[src/inc/wfd_consts.vh]
// Purpose: constants of the inverter frequency and duty controller
// Assumes: 250 MHz core clock, frequency held in Hz, duty in 0.1 % steps
// Notes:   register byte offsets on a 32-bit APB slave, one word each
`ifndef WFD_CONSTS_VH
`define WFD_CONSTS_VH

// =====================================================================
// register offsets
`define WFD_REG_CTRL    8'h00
`define WFD_REG_TARGET  8'h04
`define WFD_REG_SSMIN   8'h08
`define WFD_REG_STEP    8'h0c
`define WFD_REG_STATUS  8'h10
`define WFD_REG_FREQ    8'h14
`define WFD_REG_DUTY    8'h18
`define WFD_REG_CUR     8'h1c

// =====================================================================
// control fields and reset values
`define WFD_CTRL_EN_BIT     0
`define WFD_CTRL_FASSIST_BIT 1
`define WFD_CTRL_RST        2'h2
`define WFD_TARGET_RST      16'h00c8
`define WFD_SSMIN_RST       8'h40
`define WFD_STEP_RST        18'h01388

// =====================================================================
// operating ranges, frequency in Hz, duty in 0.1 % units
`define WFD_FMIN_HZ    18'h1adb0
`define WFD_FMAX_HZ    18'h320c8
`define WFD_FPING_HZ   18'h25d78
`define WFD_DMIN       9'h014
`define WFD_DMAX       9'h1f4
`define WFD_DPING      9'h12c
`define WFD_PID_LIMIT  16'h4e20

// =====================================================================
// timing
`define WFD_CLK_MHZ       250
`define WFD_PING_WAIT_US  70
`define WFD_OFF_WAIT_US   100

`endif

[src/logic/wfd_sat.v]
// Purpose: signed add with saturation to a closed range
// Assumes: lo_in not above hi_in
// Notes:   combinational, used for both frequency and duty
`timescale 1ns/100ps
`default_nettype none

module wfd_sat #(
  parameter W = 20
) (
  input  wire signed [W-1:0] base_in,
  input  wire signed [W-1:0] delta_in,
  input  wire signed [W-1:0] lo_in,
  input  wire signed [W-1:0] hi_in,
  output reg  signed [W-1:0] val_out,
  output reg                 sat_out
);

  wire signed [W:0] sum = {base_in[W-1], base_in} + {delta_in[W-1], delta_in};

  // clip the sum at both ends and flag a clip
  always @* begin
    val_out = sum[W-1:0];
    sat_out = 1'b0;
    // signed casts keep a negative sum from comparing as a huge unsigned value
    if (sum < $signed({lo_in[W-1], lo_in})) begin
      val_out = lo_in;
      sat_out = 1'b1;
    end else if (sum > $signed({hi_in[W-1], hi_in})) begin
      val_out = hi_in;
      sat_out = 1'b1;
    end
  end

endmodule // wfd_sat

`default_nettype wire

[src/logic/wfd_ctrl.v]
// Purpose: ping, retry and PID power control of a full-bridge inverter
// Assumes: strength and current inputs come from logic on CLK_IN
// Notes:   APB slave answers with one wait state
//
// The placing of the registers and the APB slave port were decided locally.
`timescale 1ns/100ps
`default_nettype none
`include "wfd_consts.vh"

module wfd_ctrl #(
  parameter [31:0] PING_WAIT_CYC = `WFD_PING_WAIT_US * `WFD_CLK_MHZ,
  parameter [31:0] OFF_WAIT_CYC  = `WFD_OFF_WAIT_US * `WFD_CLK_MHZ
) (
  input  wire        CLK_IN,
  input  wire        RESETN_IN,
  input  wire        PSEL_IN,
  input  wire        PENABLE_IN,
  input  wire        PWRITE_IN,
  input  wire [7:0]  PADDR_IN,
  input  wire [31:0] PWDATA_IN,
  output reg  [31:0] PRDATA_OUT,
  output reg         PREADY_OUT,
  output reg         PSLVERR_OUT,
  input  wire        SS_VALID_IN,
  input  wire [7:0]  SS_VALUE_IN,
  input  wire        CUR_VALID_IN,
  input  wire [15:0] CUR_MA_IN,
  output reg         POWER_ON_OUT,
  output reg  [17:0] OPERATING_FREQUENCY_OUT,
  output reg  [8:0]  DUTY_OUT
);

  // =====================================================================
  // states
  localparam [3:0] ST_IDLE = 4'b0001;
  localparam [3:0] ST_PING = 4'b0010;
  localparam [3:0] ST_OFF  = 4'b0100;
  localparam [3:0] ST_XFER = 4'b1000;

  // =====================================================================
  // registers
  reg  [1:0]  ctrl_q;
  reg  [15:0] target_q;
  reg  [7:0]  ssmin_q;
  reg  [17:0] step_q;
  reg  [3:0]  state_q;
  reg  [3:0]  state_d;
  reg  [31:0] cnt_q;
  reg  [31:0] cnt_d;
  reg  [17:0] ping_f_q;
  reg  [17:0] ping_f_d;
  reg  [7:0]  retries_q;
  reg  [7:0]  retries_d;
  reg  [15:0] cur_q;
  reg  [17:0] freq_d;
  reg  [8:0]  duty_d;
  reg         power_d;
  reg  [31:0] rdata;
  reg         mapped;

  wire enable      = ctrl_q[`WFD_CTRL_EN_BIT];
  wire f_assist    = ctrl_q[`WFD_CTRL_FASSIST_BIT];
  wire apb_req     = PSEL_IN & PENABLE_IN;
  wire apb_done    = apb_req & PREADY_OUT;

  // =====================================================================
  // apb slave: one wait state, data and error registered with ready
  always @(posedge CLK_IN or negedge RESETN_IN) begin
    if (!RESETN_IN) begin
      PREADY_OUT  <= 1'b0;
      PSLVERR_OUT <= 1'b0;
      PRDATA_OUT  <= 32'h0000_0000;
    end else begin
      PREADY_OUT  <= apb_req & ~PREADY_OUT;
      PSLVERR_OUT <= apb_req & ~PREADY_OUT & ~mapped;
      if (apb_req & ~PREADY_OUT & ~PWRITE_IN) begin
        PRDATA_OUT <= rdata;
      end
    end
  end

  // read mux, unused bits read as zero
  always @* begin
    rdata  = 32'h0000_0000;
    mapped = 1'b1;
    case (PADDR_IN)
      `WFD_REG_CTRL:   rdata = {30'h0000_0000, ctrl_q};
      `WFD_REG_TARGET: rdata = {16'h0000, target_q};
      `WFD_REG_SSMIN:  rdata = {24'h00_0000, ssmin_q};
      `WFD_REG_STEP:   rdata = {14'h0000, step_q};
      `WFD_REG_STATUS: rdata = {16'h0000, retries_q, 3'h0, POWER_ON_OUT, state_q};
      `WFD_REG_FREQ:   rdata = {14'h0000, OPERATING_FREQUENCY_OUT};
      `WFD_REG_DUTY:   rdata = {23'h00_0000, DUTY_OUT};
      `WFD_REG_CUR:    rdata = {16'h0000, cur_q};
      default:         mapped = 1'b0;
    endcase
  end

  // =====================================================================
  // software writable registers, written at the completing edge
  always @(posedge CLK_IN or negedge RESETN_IN) begin
    if (!RESETN_IN) begin
      ctrl_q   <= `WFD_CTRL_RST;
      target_q <= `WFD_TARGET_RST;
      ssmin_q  <= `WFD_SSMIN_RST;
      step_q   <= `WFD_STEP_RST;
    end else if (apb_done & PWRITE_IN) begin
      case (PADDR_IN)
        `WFD_REG_CTRL:   ctrl_q   <= PWDATA_IN[1:0];
        `WFD_REG_TARGET: target_q <= PWDATA_IN[15:0];
        `WFD_REG_SSMIN:  ssmin_q  <= PWDATA_IN[7:0];
        `WFD_REG_STEP:   step_q   <= PWDATA_IN[17:0];
        default:         ctrl_q   <= ctrl_q;
      endcase
    end
  end

  // =====================================================================
  // current feedback, kept at 1 mA resolution
  always @(posedge CLK_IN or negedge RESETN_IN) begin
    if (!RESETN_IN) begin
      cur_q <= 16'h0000;
    end else if (CUR_VALID_IN) begin
      cur_q <= CUR_MA_IN;
    end
  end

  // =====================================================================
  // proportional term: measured minus target, positive means too much power
  wire signed [16:0] err = $signed({1'b0, CUR_MA_IN}) - $signed({1'b0, target_q});
  wire signed [16:0] lim_p = $signed({1'b0, `WFD_PID_LIMIT});
  wire signed [16:0] lim_n = -lim_p;
  reg  signed [16:0] pid;

  // gain 1, integral and derivative zero, output clamped
  always @* begin
    pid = err;
    if (err > lim_p) begin
      pid = lim_p;
    end else if (err < lim_n) begin
      pid = lim_n;
    end
  end

  // scale: +1 Hz per unit for frequency, -0.1 % per unit for duty
  wire signed [19:0] f_delta = {{3{pid[16]}}, pid};
  wire signed [19:0] d_delta = -{{3{pid[16]}}, pid};

  wire signed [19:0] f_new;
  wire signed [19:0] d_new;
  wire               f_sat;
  wire               d_sat;

  // frequency correction saturated to its range
  wfd_sat #(.W(20)) u_fsat (
    .base_in  ({2'b00, OPERATING_FREQUENCY_OUT}),
    .delta_in (f_delta),
    .lo_in    ({2'b00, `WFD_FMIN_HZ}),
    .hi_in    ({2'b00, `WFD_FMAX_HZ}),
    .val_out  (f_new),
    .sat_out  (f_sat)
  );

  // duty correction saturated to its range
  wfd_sat #(.W(20)) u_dsat (
    .base_in  ({11'h000, DUTY_OUT}),
    .delta_in (d_delta),
    .lo_in    ({11'h000, `WFD_DMIN}),
    .hi_in    ({11'h000, `WFD_DMAX}),
    .val_out  (d_new),
    .sat_out  (d_sat)
  );

  // =====================================================================
  // next retry frequency: step down, back to the start below the floor
  wire [18:0] floor_room = {1'b0, step_q} + {1'b0, `WFD_FMIN_HZ};
  wire        wrap       = ({1'b0, ping_f_q} < floor_room);
  wire [17:0] f_lower    = ping_f_q - step_q;
  wire        ss_ok      = SS_VALID_IN & (SS_VALUE_IN >= ssmin_q);

  // =====================================================================
  // sequence: ping, withdraw and retry, then closed-loop transfer
  always @* begin
    state_d   = state_q;
    cnt_d     = cnt_q;
    ping_f_d  = ping_f_q;
    retries_d = retries_q;
    freq_d    = OPERATING_FREQUENCY_OUT;
    duty_d    = DUTY_OUT;
    power_d   = POWER_ON_OUT;
    case (state_q)
      ST_IDLE: begin
        power_d  = 1'b0;
        ping_f_d = `WFD_FPING_HZ;
        if (enable) begin
          state_d   = ST_PING;
          cnt_d     = 32'h0000_0000;
          retries_d = 8'h00;
          freq_d    = `WFD_FPING_HZ;
          duty_d    = `WFD_DPING;
          power_d   = 1'b1;
        end
      end
      ST_PING: begin
        cnt_d = cnt_q + 32'h0000_0001;
        if (ss_ok) begin
          state_d = ST_XFER;
        end else if (cnt_q >= PING_WAIT_CYC - 32'h0000_0001) begin
          state_d = ST_OFF;
          cnt_d   = 32'h0000_0000;
          power_d = 1'b0;
        end
      end
      ST_OFF: begin
        cnt_d = cnt_q + 32'h0000_0001;
        if (cnt_q >= OFF_WAIT_CYC - 32'h0000_0001) begin
          state_d   = ST_PING;
          cnt_d     = 32'h0000_0000;
          ping_f_d  = wrap ? `WFD_FPING_HZ : f_lower;
          freq_d    = ping_f_d;
          duty_d    = `WFD_DPING;
          retries_d = retries_q + 8'h01;
          power_d   = 1'b1;
        end
      end
      ST_XFER: begin
        if (CUR_VALID_IN) begin
          duty_d = d_new[8:0];
          if (d_sat & f_assist) begin
            freq_d = f_new[17:0];
          end
        end
      end
      default: begin
        state_d = ST_IDLE;
        power_d = 1'b0;
      end
    endcase
    if (!enable) begin
      state_d = ST_IDLE;
      power_d = 1'b0;
    end
  end

  // state and inverter command flip-flops, frequency in 1 Hz steps
  always @(posedge CLK_IN or negedge RESETN_IN) begin
    if (!RESETN_IN) begin
      state_q                 <= ST_IDLE;
      cnt_q                   <= 32'h0000_0000;
      ping_f_q                <= `WFD_FPING_HZ;
      retries_q               <= 8'h00;
      POWER_ON_OUT            <= 1'b0;
      OPERATING_FREQUENCY_OUT <= `WFD_FPING_HZ;
      DUTY_OUT                <= `WFD_DPING;
    end else begin
      state_q                 <= state_d;
      cnt_q                   <= cnt_d;
      ping_f_q                <= ping_f_d;
      retries_q               <= retries_d;
      POWER_ON_OUT            <= power_d;
      OPERATING_FREQUENCY_OUT <= freq_d;
      DUTY_OUT                <= duty_d;
    end
  end

endmodule // wfd_ctrl

`default_nettype wire

[config.mk]
export PLATFORM = sky130hd
export DESIGN_NAME = wfd_ctrl
export DESIGN_NICKNAME = d
export VERILOG_FILES = /design/src/logic/wfd_sat.v /design/src/logic/wfd_ctrl.v
export VERILOG_INCLUDE_DIRS = /design/src /design/src/inc
export SDC_FILE = /design/constraint.sdc
export NUM_CORES = 1
export LEC_CHECK = 0
export ABC_AREA = 1
export ABC_CLOCK_PERIOD_IN_PS = 12130
export BUFFER_PORTS_ARGS = -buffer_cell sky130_fd_sc_hd__buf_2
export CAP_MARGIN = 25
export CORE_MARGIN = 2
export CORE_UTILIZATION = 35
export CTS_BUF_LIST = sky130_fd_sc_hd__clkbuf_16
export DETAILED_ROUTE_END_ITERATION = 8
export PLACE_DENSITY = 0.57
export SETUP_SLACK_MARGIN = 0.4
export SYNTH_ARGS = -nofsm -noshare
export SYNTH_HDL_FRONTEND = slang
export SYNTH_SLANG_ARGS = --single-unit
[constraint.sdc]
create_clock -name CLK_IN -period 12.13 [get_ports CLK_IN]
set_clock_uncertainty 0.15 [all_clocks]
set_input_delay 0 -clock CLK_IN [delete_from_list [all_inputs] [get_ports CLK_IN]]
set_output_delay 0 -clock CLK_IN [all_outputs]
set_load 0.02 [all_outputs]
Word-level counts from Yosys, hierarchy flattened:

Index checks and enable logic that the tools add are counted.

* bits in latches: 0
* RAM bits: 0
* memories kept: 0
* bits in read-only memories: 0
* word-level logic and storage cells: 119
* output and inout bits: 62
* input bits: 71
* flip-flop bits (word level): 184

* reductions and logical operators: 16
* divide/modulo/power cells: 0
* bitwise logic cells: 11
* shift operators: 0
* $lt $le $gt $ge: 10
* add/subtract/negate cells: 8
* $mul: 0
* multiplexer cells: 39
* eq/ne operators: 20

Operators by type and width (number)
* $pmux 18 s8: 1
* $mux 32: 4
* $mux 18: 7
* $pmux 32 s3: 1
* $ge 32x15->1 const B: 2
* $pmux 18 s3: 1
* $mux 9: 5
* $pmux 18 s2: 1
* $mux 17: 2
* $add 32x1->32 const B: 1
* $eq 8x5->1 const B: 4
* $pmux 9 s3: 1
* $add 10x20->21: 1
* $gt 21x10->1 const B: 1
* $lt 21x6->1 const B: 1
* $add 19x17->20: 1
* $gt 20x19->1 const B: 1
* $lt 20x18->1 const B: 1
* $neg 20->20: 1
* $add 18x17->19 const B: 1
* $lt 18x19->1: 1
* $sub 18x18->18: 1
* $gt 17x16->1 const B: 1
* $lt 17x16->1 const B: 1
* 28 further kinds: 62

Depth between registers and ports, before layout:

Gate-level depths: netlist of the first run.

* depth in word-level cells: 13
* depth in mapped cells: 49
* mapped depth without buffers: 48

Cells and area by module:

From an unflattened synthesis of the first run, not the netlist that was laid out.

* cells, all modules: 2731
* area, all modules: 17807.1 sq um

By module, submodules not included
* wfd_ctrl: times used 1, seq. area each 4297.9 sq um, area each 11956.5 sq um, cells an instance 1659
* wfd_sat: times used 2, seq. area each 0.0 sq um, area each 2925.3 sq um, cells an instance 536

Worst setup path before layout of the first run:

Ideal clock, no wire load.

* path type: reg2reg
* start: register target_q[0]
* end: register OPERATING_FREQUENCY_OUT[13]
* arrival time: 5.512 ns
* stages on the path, launching flop included: 43
* clock period less this slack: 5.779 ns
* buffers on the path: 1
* data required time: 11.863 ns
* setup time: 0.117 ns
* path slack: 6.351 ns
* path through: dfrtp_1 ha_1 fa_1 inv_1 nand2_1 nand2_1 nand3_1 nand3b_1 nand2_1 inv_1 nand4_1 nand4_1 nand3_1 a21oi_1 nand2_1 ha_1 nor2_1 nand2_1 [... 7 more ...] nand2_1 a21oi_1 nor2_1 nor2_1 o21bai_1 xor2_1 nand2_1 nor4_1 nand3_1 nor2_1 nand3_1 nand4_1 nand2_2 nand2_4 nand2_4 buf_12 nand2_1 nand2_1

* longest elaborated chain between the ends: 12
* elaborated cells between the ends (all ways): 22
* classes of those cells: 4 x add/sub; 6 x order compare; 1 x eq/ne; 9 x mux; 1 x bitwise; 1 x reduce/logical

RTL lines
* start: declaration: line wfd_ctrl.v:43 `reg [15:0] target_q;`
* start signal: assignment: line wfd_ctrl.v:104 `` target_q <= `WFD_TARGET_RST; ``
* start signal: assignment: line wfd_ctrl.v:110 `` `WFD_REG_TARGET: target_q <= PWDATA_IN[15:0]; ``
* $sub 16x16->17 (*): line wfd_ctrl.v:130 `wire signed [16:0] err = $signed({1'b0, CUR_MA_IN}) - $signed({1'b0, target_q});`
* $lt 17x16->1: line wfd_ctrl.v:140 `end else if (err < lim_n) begin`
* $mux 17: line wfd_ctrl.v:140
* $mux 17 (*): line wfd_ctrl.v:138 `if (err > lim_p) begin`
* $neg 20->20: line wfd_ctrl.v:147 `wire signed [19:0] d_delta = -{{3{pid[16]}}, pid};`
* $add 10x20->21: line wfd_sat.v:18 `wire signed [W:0] sum = {base_in[W-1], base_in} + {delta_in[W-1], delta_in};`
* $gt 21x10->1: line wfd_sat.v:28 `end else if (sum > $signed({hi_in[W-1], hi_in})) begin`
* $mux 1: line wfd_sat.v:28
* $mux 1: line wfd_sat.v:25 `if (sum < $signed({lo_in[W-1], lo_in})) begin`
* $and 1x1->1: line wfd_ctrl.v:229 `if (d_sat & f_assist) begin`
* $ne 2x2->1 (no line)
* $reduce_and 5->1 (no line)
* end signal: assignment: line wfd_ctrl.v:253 `` OPERATING_FREQUENCY_OUT <= `WFD_FPING_HZ; ``
* end signal: assignment: line wfd_ctrl.v:261 `OPERATING_FREQUENCY_OUT <= freq_d;`
* end: declaration: line wfd_ctrl.v:29 `output reg [17:0] OPERATING_FREQUENCY_OUT,`

Every way passes the cells marked *; elsewhere a longest branch is shown, timed or not. The select of a mux whose other input is x is not followed.
A chain may end at the register's enable or synchronous reset.

Worst setup path in the final report of the first run:

Same ends and word-level chain as after synthesis.

==> out/qor.csv, run 1 <==
stage,metric,value,unit
status,status,finished clean,
yosys,"top cells by area, synth","dfrtp_1 25%, nand2_1 14%, inv_1 8.7%",
final_layout,most frequent cells in the layout,"513 x nand2_1, 313 x inv_1, 135 x dfrtp_1",
cts,# H-tree levels,4,
global_route,total track usage,0.221,
timing,final setup violation count,0,
timing,Slew HR,0.319,
pwr,P_leak,8.04,nW
drt,First-pass DRT Iterations,5,
drt,Post-Route WL,44200,um
setup_path,"slowest stage delay, CP",0.56,ns
setup_path,CP required,12.32,ns
final_layout,area growth from synthesis to layout,17.1,%
setup_path,Reg2Reg Setup Slack,5.10,ns
setup_path,crit path launch type,register,
setup_path,Slowest cell on crit path,o31ai_2,
setup_path,critical-path maximum fanout,19,
pwr,Clock Power Share,0.322,
setup_path,Reg2Reg Depth,39,
floorplanning,Core Region,0.0384,sq mm
floorplanning,die area,0.0403,sq mm
setup_path,worst r2r src,target_q[0]$_DFFE_PN0P_,
yosys,Synth Register Bits,170,
yosys,Mapped Area,0.0135,sq mm
cts,Root Driver,clkbuf_16,
final_layout,"most common cell after layout, fill and taps aside",nand2_1,
yosys,number of enable flip-flop cells after synthesis,0,
pwr,Comb pwr share,0.311,
setup_path,CP endpoint,OPERATING_FREQUENCY_OUT[13]$_DFFE_PN0P_,
final_layout,Sequential cell area,0.00430,sq mm
floorplanning,io pins,133,
final_layout,# fillers,4074,
floorplanning,Row Count,72,
yosys,syn avg cell area,6.94,sq um
pwr,cell-internal power,1.11,mW
cts,clk_lat worst skew,0.45,ns
floorplanning,Die Span Y,201,um
yosys,share of the synthesized area in the top cell type,0.250,
place,Port Buffers,104,
setup_path,Worst Setup End Kind,register,
cts,CTS Sinks,170,
setup_path,CP dominant cell by count,nand2_1,
timing,worst slew pin tran,1.02,ns
timing,fin. max-slew vios,0,
drt,via/cell ratio,5.08,
run,Max Cap Viol,0,
pwr,PD cells,112,mW/mm^2
yosys,"Top FF cell, synth",dfrtp_1,
cts,Setup Buffers After CTS,0,
worst_hold_path,Hold Crit Class,input port to register,
timing,fin crit period,7.03,ns
global_route,largest net degree at the start of global routing,100,
timing,setup TNS,0,ns
setup_path,Reg2Reg Capture Point,OPERATING_FREQUENCY_OUT[13]$_DFFE_PN0P_,
global_route,initial antenna violation count,1,
pwr,switching share of power,0.375,
final_layout,share of layout cells above drive strength 1,0.114,
yosys,sequential share of the synthesized area,0.317,
final_layout,multi-input logic area,0.00782,sq mm
drt,DRC Markers,0,
final_layout,Diodes inserted,0,
floorplanning,Die Width,201,um
setup_path,crit path launch,target_q[0]$_DFFE_PN0P_,
global_route,vias in the first global route,12855,
yosys,leading area contributor after synthesis,dfrtp_1,
timing,fmax,142,MHz
timing,RSZ-0062 raised after global routing,no,
place,dpl ws,5.11,ns
global_route,GR Overflow Total,0,
yosys,Synth warnings,0,
drt,DR WL/cell,16.7,um
timing,post-route setup slack,5.10,ns
pwr,Worst VDD drop,86.0,uV
yosys,Synth cell types,64,
yosys,Syn Inst Count,1950,
drt,via count,13418,
cts,CTS tree,yes,
setup_path,Arrival @ worst endpoint,7.22,ns
cts,CTS Buffer Depth,2,
pwr,Psw,667,uW
drt,Initial DRC Count,899,
global_route,first-pass GRT wire length,70100,um
timing,fin crit share,0.579,
final_layout,Post-layout nets,2273,
setup_path,WP depth,39,
floorplanning,Starting Density,0.353,
timing,final hold vios,0,
cts,CTS buffer count,17,
drt,Post-DRT Antenna Nets,0,
setup_path,Buffers & Inverters on Critical Path,2,
place,hpwl dp,35100,um
cts,Clock Pin Slew Worst Setup and Hold Paths,0.08,ns
pwr,sequential power share,0.368,
yosys,Synth async-reset ratio,1.00,
place,GP Congestion,0.962,
setup_path,"delay-heaviest family, CP",simple AND/OR/NAND/NOR gates,
setup_path,CP Class,register to register,
-- cell type report --
cell class	instances	area share
clock inverter	15	0.0105
multi-input combinational	1422	0.493
timing repair buffer	178	0.0817
inverter	321	0.0760
clock buffer	17	0.0268
sequential	170	0.271
tap	518	0.0409
-- flip-flops by register name (all words and copies together) (netlist names) --
name and flops:
cur_q 16, ctrl_q 2, retries_q 8, step_q 18, cnt_q 32, PSLVERR_OUT 1, target_q 16, OPERATING_FREQUENCY_OUT 18
DUTY_OUT 9, ping_f_q 18, POWER_ON_OUT 1, PREADY_OUT 1, PRDATA_OUT 18, state_q 4, ssmin_q 8
-- per-stage QoR --
stage               cells  instance area [sq um]   util  hold slack [ns]  power, mW
global placement     2540                  14500  0.379           0.0536       1.19
finish               2641                  15900  0.413           0.0334       1.78
floorplan            1963                  13600      -           -0.446       1.06
CTS                  2639                  15800  0.412         0.000638       1.78
global route         2641                  15900  0.413           0.0708       1.89
detailed placement   2542                  14600  0.380           0.0628       1.19
-- worst min-delay path by stage --
stage	startpoint	to	slack [ns]	cells past startpoint
after CTS	CUR_VALID_IN	cur_q[5]$_DFFE_PN0P_	0.0006	2
after global placement	RESETN_IN	step_q[16]$_DFFE_PN0P_	0.05	1
after detailed placement	RESETN_IN	step_q[16]$_DFFE_PN0P_	0.06	1
final	SS_VALUE_IN[7]	state_q[2]$_DFFE_PN0P_	0.03	7
after global routing	CUR_VALID_IN	cur_q[5]$_DFFE_PN0P_	0.07	2
after floorplan	RESETN_IN	DUTY_OUT[0]$_DFFE_PN0P_	-0.45	0
-- metal layers --
| layer | global-route usage | vias to the layer above | wire length [um] |
|---|---|---|---|
| met5 | 0 | - | 0 |
| met1 | 0.295 | 6332 | 19900 |
| met2 | 0.367 | 350 | 20500 |
| met4 | 0.0799 | 0 | 1460 |
| met3 | 0.0310 | 66 | 2260 |
| li1 | - | 6670 | - |
-- worst min-delay path, delay by kind of cell --
kind / cells / cell delay, ns
buf+inv: 2 / 0.12
simple gates: 3 / 0.27
fa+ha+maj: 1 / 0.14
compound gates: 1 / 0.07
-- logic make-up after synthesis --
kind of cell             after synthesis  share of synthesized area
XOR/XNOR                              72                     0.0466
flip-flops                           170                      0.317
AO/OA/AOI/OAI                        336                      0.145
adder cells (fa/ha/maj)               92                     0.0872
AND/OR/NAND/NOR                      905                      0.292
multiplexers                           3                    0.00250
buffers and inverters                371                      0.109
other                                  1                   0.000277
-- power by group through the flow --
stage / clock [mW] / combinational [mW] / sequential (mW)
5_1_grt: 0.605 / 0.628 / 0.660
3_5_place_dp: 0 / 0.529 / 0.666
4_1_cts: 0.578 / 0.549 / 0.655
3_3_place_gp: 0 / 0.524 / 0.665
2_1_floorplan: 0 / 0.397 / 0.658
6_report: 0.573 / 0.553 / 0.655
-- synth_stat cells (14+ instances only) --
master / number
nand2_2: 21
ha_1: 88
nor3_1: 41
nand2_1: 513
inv_1: 312
o22ai_1: 48
xor2_1: 61
nor2_1: 130
dfrtp_1: 135
nand3_1: 112
buf_4: 14
nand4_1: 29
a21oi_1: 85
dfstp_2: 35
o21ai_0: 131
nor4_1: 15
clkbuf_1: 29
-- repair_timing --
| item | 4_1_cts | 5_1_grt |
|---|---|---|
| endpoints found under the hold margin | 138 | 7 |
| resized for setup | 0 | 0 |
| hold buffers | 65 | 1 |
No activity file was read; power rests on OpenSTA's default activity.
==> run 2: changes to the inputs <==
--- a/config.mk
+++ b/config.mk
@@ -7,14 +7,14 @@
 export NUM_CORES = 1
 export LEC_CHECK = 0
 export ABC_AREA = 1
-export ABC_CLOCK_PERIOD_IN_PS = 12130
+export ABC_CLOCK_PERIOD_IN_PS = 5800
 export BUFFER_PORTS_ARGS = -buffer_cell sky130_fd_sc_hd__buf_2
 export CAP_MARGIN = 25
 export CORE_MARGIN = 2
 export CORE_UTILIZATION = 35
 export CTS_BUF_LIST = sky130_fd_sc_hd__clkbuf_16
 export DETAILED_ROUTE_END_ITERATION = 8
-export PLACE_DENSITY = 0.57
+export PLACE_DENSITY = 0.59
 export SETUP_SLACK_MARGIN = 0.4
 export SYNTH_ARGS = -nofsm -noshare
 export SYNTH_HDL_FRONTEND = slang
==> constraint.sdc (replaced) <==
create_clock -name CLK_IN -period 5.8 [get_ports CLK_IN]
set_clock_uncertainty 0.15 [all_clocks]
set_input_delay 0 -clock CLK_IN [delete_from_list [all_inputs] [get_ports CLK_IN]]
set_output_delay 0 -clock CLK_IN [all_outputs]
set_load 0.02 [all_outputs]
==> out/qor.csv, run 2 (synthesized netlist as in run 1, its figures left out) <==
stage,metric,value,unit,change
status,status,finished with violations,,
status,failing checks,"hold timing, setup timing",,
cts,clk_lat worst skew,0.44,ns,about the same
cts,Clock Pin Slew Worst Setup and Hold Paths,0.08,ns,about the same
cts,# H-tree levels,4,,unchanged
timing,fin crit share,1.02,,+0.436
timing,setup TNS,-0.796,ns,-0.796 ns
setup_path,CP Class,register to register,,
timing,worst slew pin tran,0.893,ns,-0.126 ns
global_route,first-pass GRT wire length,74900,um,+6.9%
floorplanning,Die Span Y,201,um,unchanged
pwr,Comb pwr share,0.369,,+0.058
cts,Root Driver,clkbuf_16,,
global_route,initial antenna violation count,1,,unchanged
pwr,P_leak,8.89,nW,+11%
floorplanning,Die Width,201,um,unchanged
setup_path,CP required,6.03,ns,-6.29 ns
setup_path,Worst Setup End Kind,register,,
floorplanning,io pins,133,,unchanged
timing,fin. max-slew vios,0,,unchanged
drt,Post-Route WL,47500,um,+7.4%
floorplanning,Core Region,0.0384,sq mm,unchanged
timing,final setup violation count,18,,+18
setup_path,Arrival @ worst endpoint,6.12,ns,-1.10 ns
global_route,vias in the first global route,13742,,+6.9%
pwr,sequential power share,0.348,,-0.020
setup_path,CP dominant cell by count,nand2_1,,
drt,DR WL/cell,17.0,um,+1.7%
floorplanning,Starting Density,0.353,,unchanged
setup_path,worst r2r src,target_q[0]$_DFFE_PN0P_,,
pwr,Clock Power Share,0.283,,-0.039
drt,First-pass DRT Iterations,6,,+1
timing,RSZ-0062 raised after global routing,yes,,
drt,Post-DRT Antenna Nets,0,,unchanged
setup_path,crit path launch,target_q[0]$_DFFE_PN0P_,,
final_layout,"most common cell after layout, fill and taps aside",nand2_1,,
setup_path,crit path launch type,register,,
pwr,Psw,1.48,mW,+120%
drt,via count,14041,,+4.6%
pwr,Worst VDD drop,181,uV,+110%
drt,DRC Markers,0,,unchanged
final_layout,area growth from synthesis to layout,29.5,%,
setup_path,critical-path maximum fanout,6,,-13
timing,fmax,170,MHz,+19%
cts,CTS tree,yes,,
place,hpwl dp,37300,um,+6.2%
pwr,total power,3.96,mW,+120%
run,Max Cap Viol,0,,unchanged
pwr,PD cells,226,mW/mm^2,+100%
final_layout,Post-layout nets,2422,,+6.6%
final_layout,most frequent cells in the layout,"484 x nand2_1, 302 x inv_1, 144 x buf_4",,
timing,hold slack,-0.00619,ns,-0.0396 ns
global_route,GR Overflow Total,0,,unchanged
setup_path,"slowest stage delay, CP",0.40,ns,-0.16 ns
worst_hold_path,Hold Crit Class,input port to async pin,,
floorplanning,Row Count,72,,unchanged
cts,CTS Buffer Depth,2,,unchanged
setup_path,Slowest cell on crit path,dfrtp_1,,
cts,CTS Sinks,170,,unchanged
place,GP Congestion,0.963,,+0.17%
timing,fin crit period,5.89,ns,-1.14 ns
pwr,switching share of power,0.374,,-0.000549
final_layout,max reg flops,32,,unchanged
place,Port Buffers,104,,unchanged
timing,Slew HR,0.404,,+0.0858
floorplanning,die area,0.0403,sq mm,unchanged
global_route,total track usage,0.236,,+0.0149
final_layout,share of layout cells above drive strength 1,0.221,,+0.107
pwr,cell-internal power,2.48,mW,+120%
global_route,largest net degree at the start of global routing,67,,-33%
cts,CTS buffer count,17,,unchanged
timing,final hold vios,5,,+5
timing,post-route setup slack,-0.0927,ns,-5.19 ns
final_layout,Biggest register,cnt_q,,
drt,Initial DRC Count,905,,+0.67%
drt,via/cell ratio,5.03,,-0.98%
run 2: per-stage QoR:
stage / worst slack [ns] / utilization / std cells / hold slack (ns) / area, sq um
global placement: -0.162 / 0.410 / 2676 / -0.0909 / 15700
detailed placement: -0.202 / 0.410 / 2676 / -0.0858 / 15700
global route: -0.526 / 0.457 / 2790 / 0.0189 / 17500
finish: -0.0927 / 0.457 / 2791 / -0.00619 / 17500
CTS: -0.0842 / 0.447 / 2780 / 0.00239 / 17100
floorplan: 0.352 / - / 1963 / -0.446 / 13700
run 2: worst max-delay path: cells and delay by family, from the launching register on:
family | cells | cell delay, ns
simple gates | 31 | 2.90
fa+ha+maj | 5 | 1.35
compound gates | 5 | 0.65
flops | 1 | 0.40
buf+inv | 5 | 0.38
run 2: power by group through the flow:
stage / clock network (mW) / logic (mW) / registers, mW
final: 1.12 / 1.46 / 1.38
after global routing: 1.20 / 1.62 / 1.39
after CTS: 1.14 / 1.40 / 1.38
after detailed placement: 0 / 1.33 / 1.40
after global placement: 0 / 1.32 / 1.40
after floorplan: 0 / 0.854 / 1.38
run 2: what timing repair did:
item / CTS / global route
hold endpoints to repair: 129 / 0
gates cloned: 2 / 1
pin swaps: 23 / 28
setup buffers: 7 / 7
setup endpoints to repair: 27 / 27
hold buffers: 63 / 0
resized for setup: 45 / 73
run 2: path summary, 6_finish.rpt:
kind                                                           to  slack, ns  depth (start not counted)
setup / recovery           OPERATING_FREQUENCY_OUT[9]$_DFFE_PN0P_      -0.09                         46
hold / removal                           ping_f_q[16]$_DFFE_PN0P_     -0.006                          2
setup reg to reg           OPERATING_FREQUENCY_OUT[9]$_DFFE_PN0P_      -0.09                         46
hold reg to reg                          retries_q[2]$_DFFE_PN0P_       0.30                          1
min in group CLK_IN                        state_q[2]$_DFFE_PN0P_          0                          7
max in group asynchronous                    cur_q[2]$_DFFE_PN0P_       4.14                          3
run 2: final cells by class:
class / instances / area [sq um]
repair buffers: 326 / 2470
fillers: 3936 / 20800
clock inverters: 15 / 129
diodes: 1 / 2.50
flip-flops and latches: 170 / 4300
inverters: 321 / 1200
well taps: 518 / 648
clock buffers: 17 / 425
multi-input cells: 1423 / 8350
run 2: metal layers:
layer | global-route usage | wire [um] | part of all wire | up-vias
met4 | 0.0902 | 1520 | 0.032 | 0
li1 | - | - | - | 6962
met2 | 0.385 | 21900 | 0.46 | 371
met1 | 0.318 | 21700 | 0.46 | 6638
met3 | 0.0318 | 2390 | 0.050 | 70
met5 | 0 | 0 | 0 | -
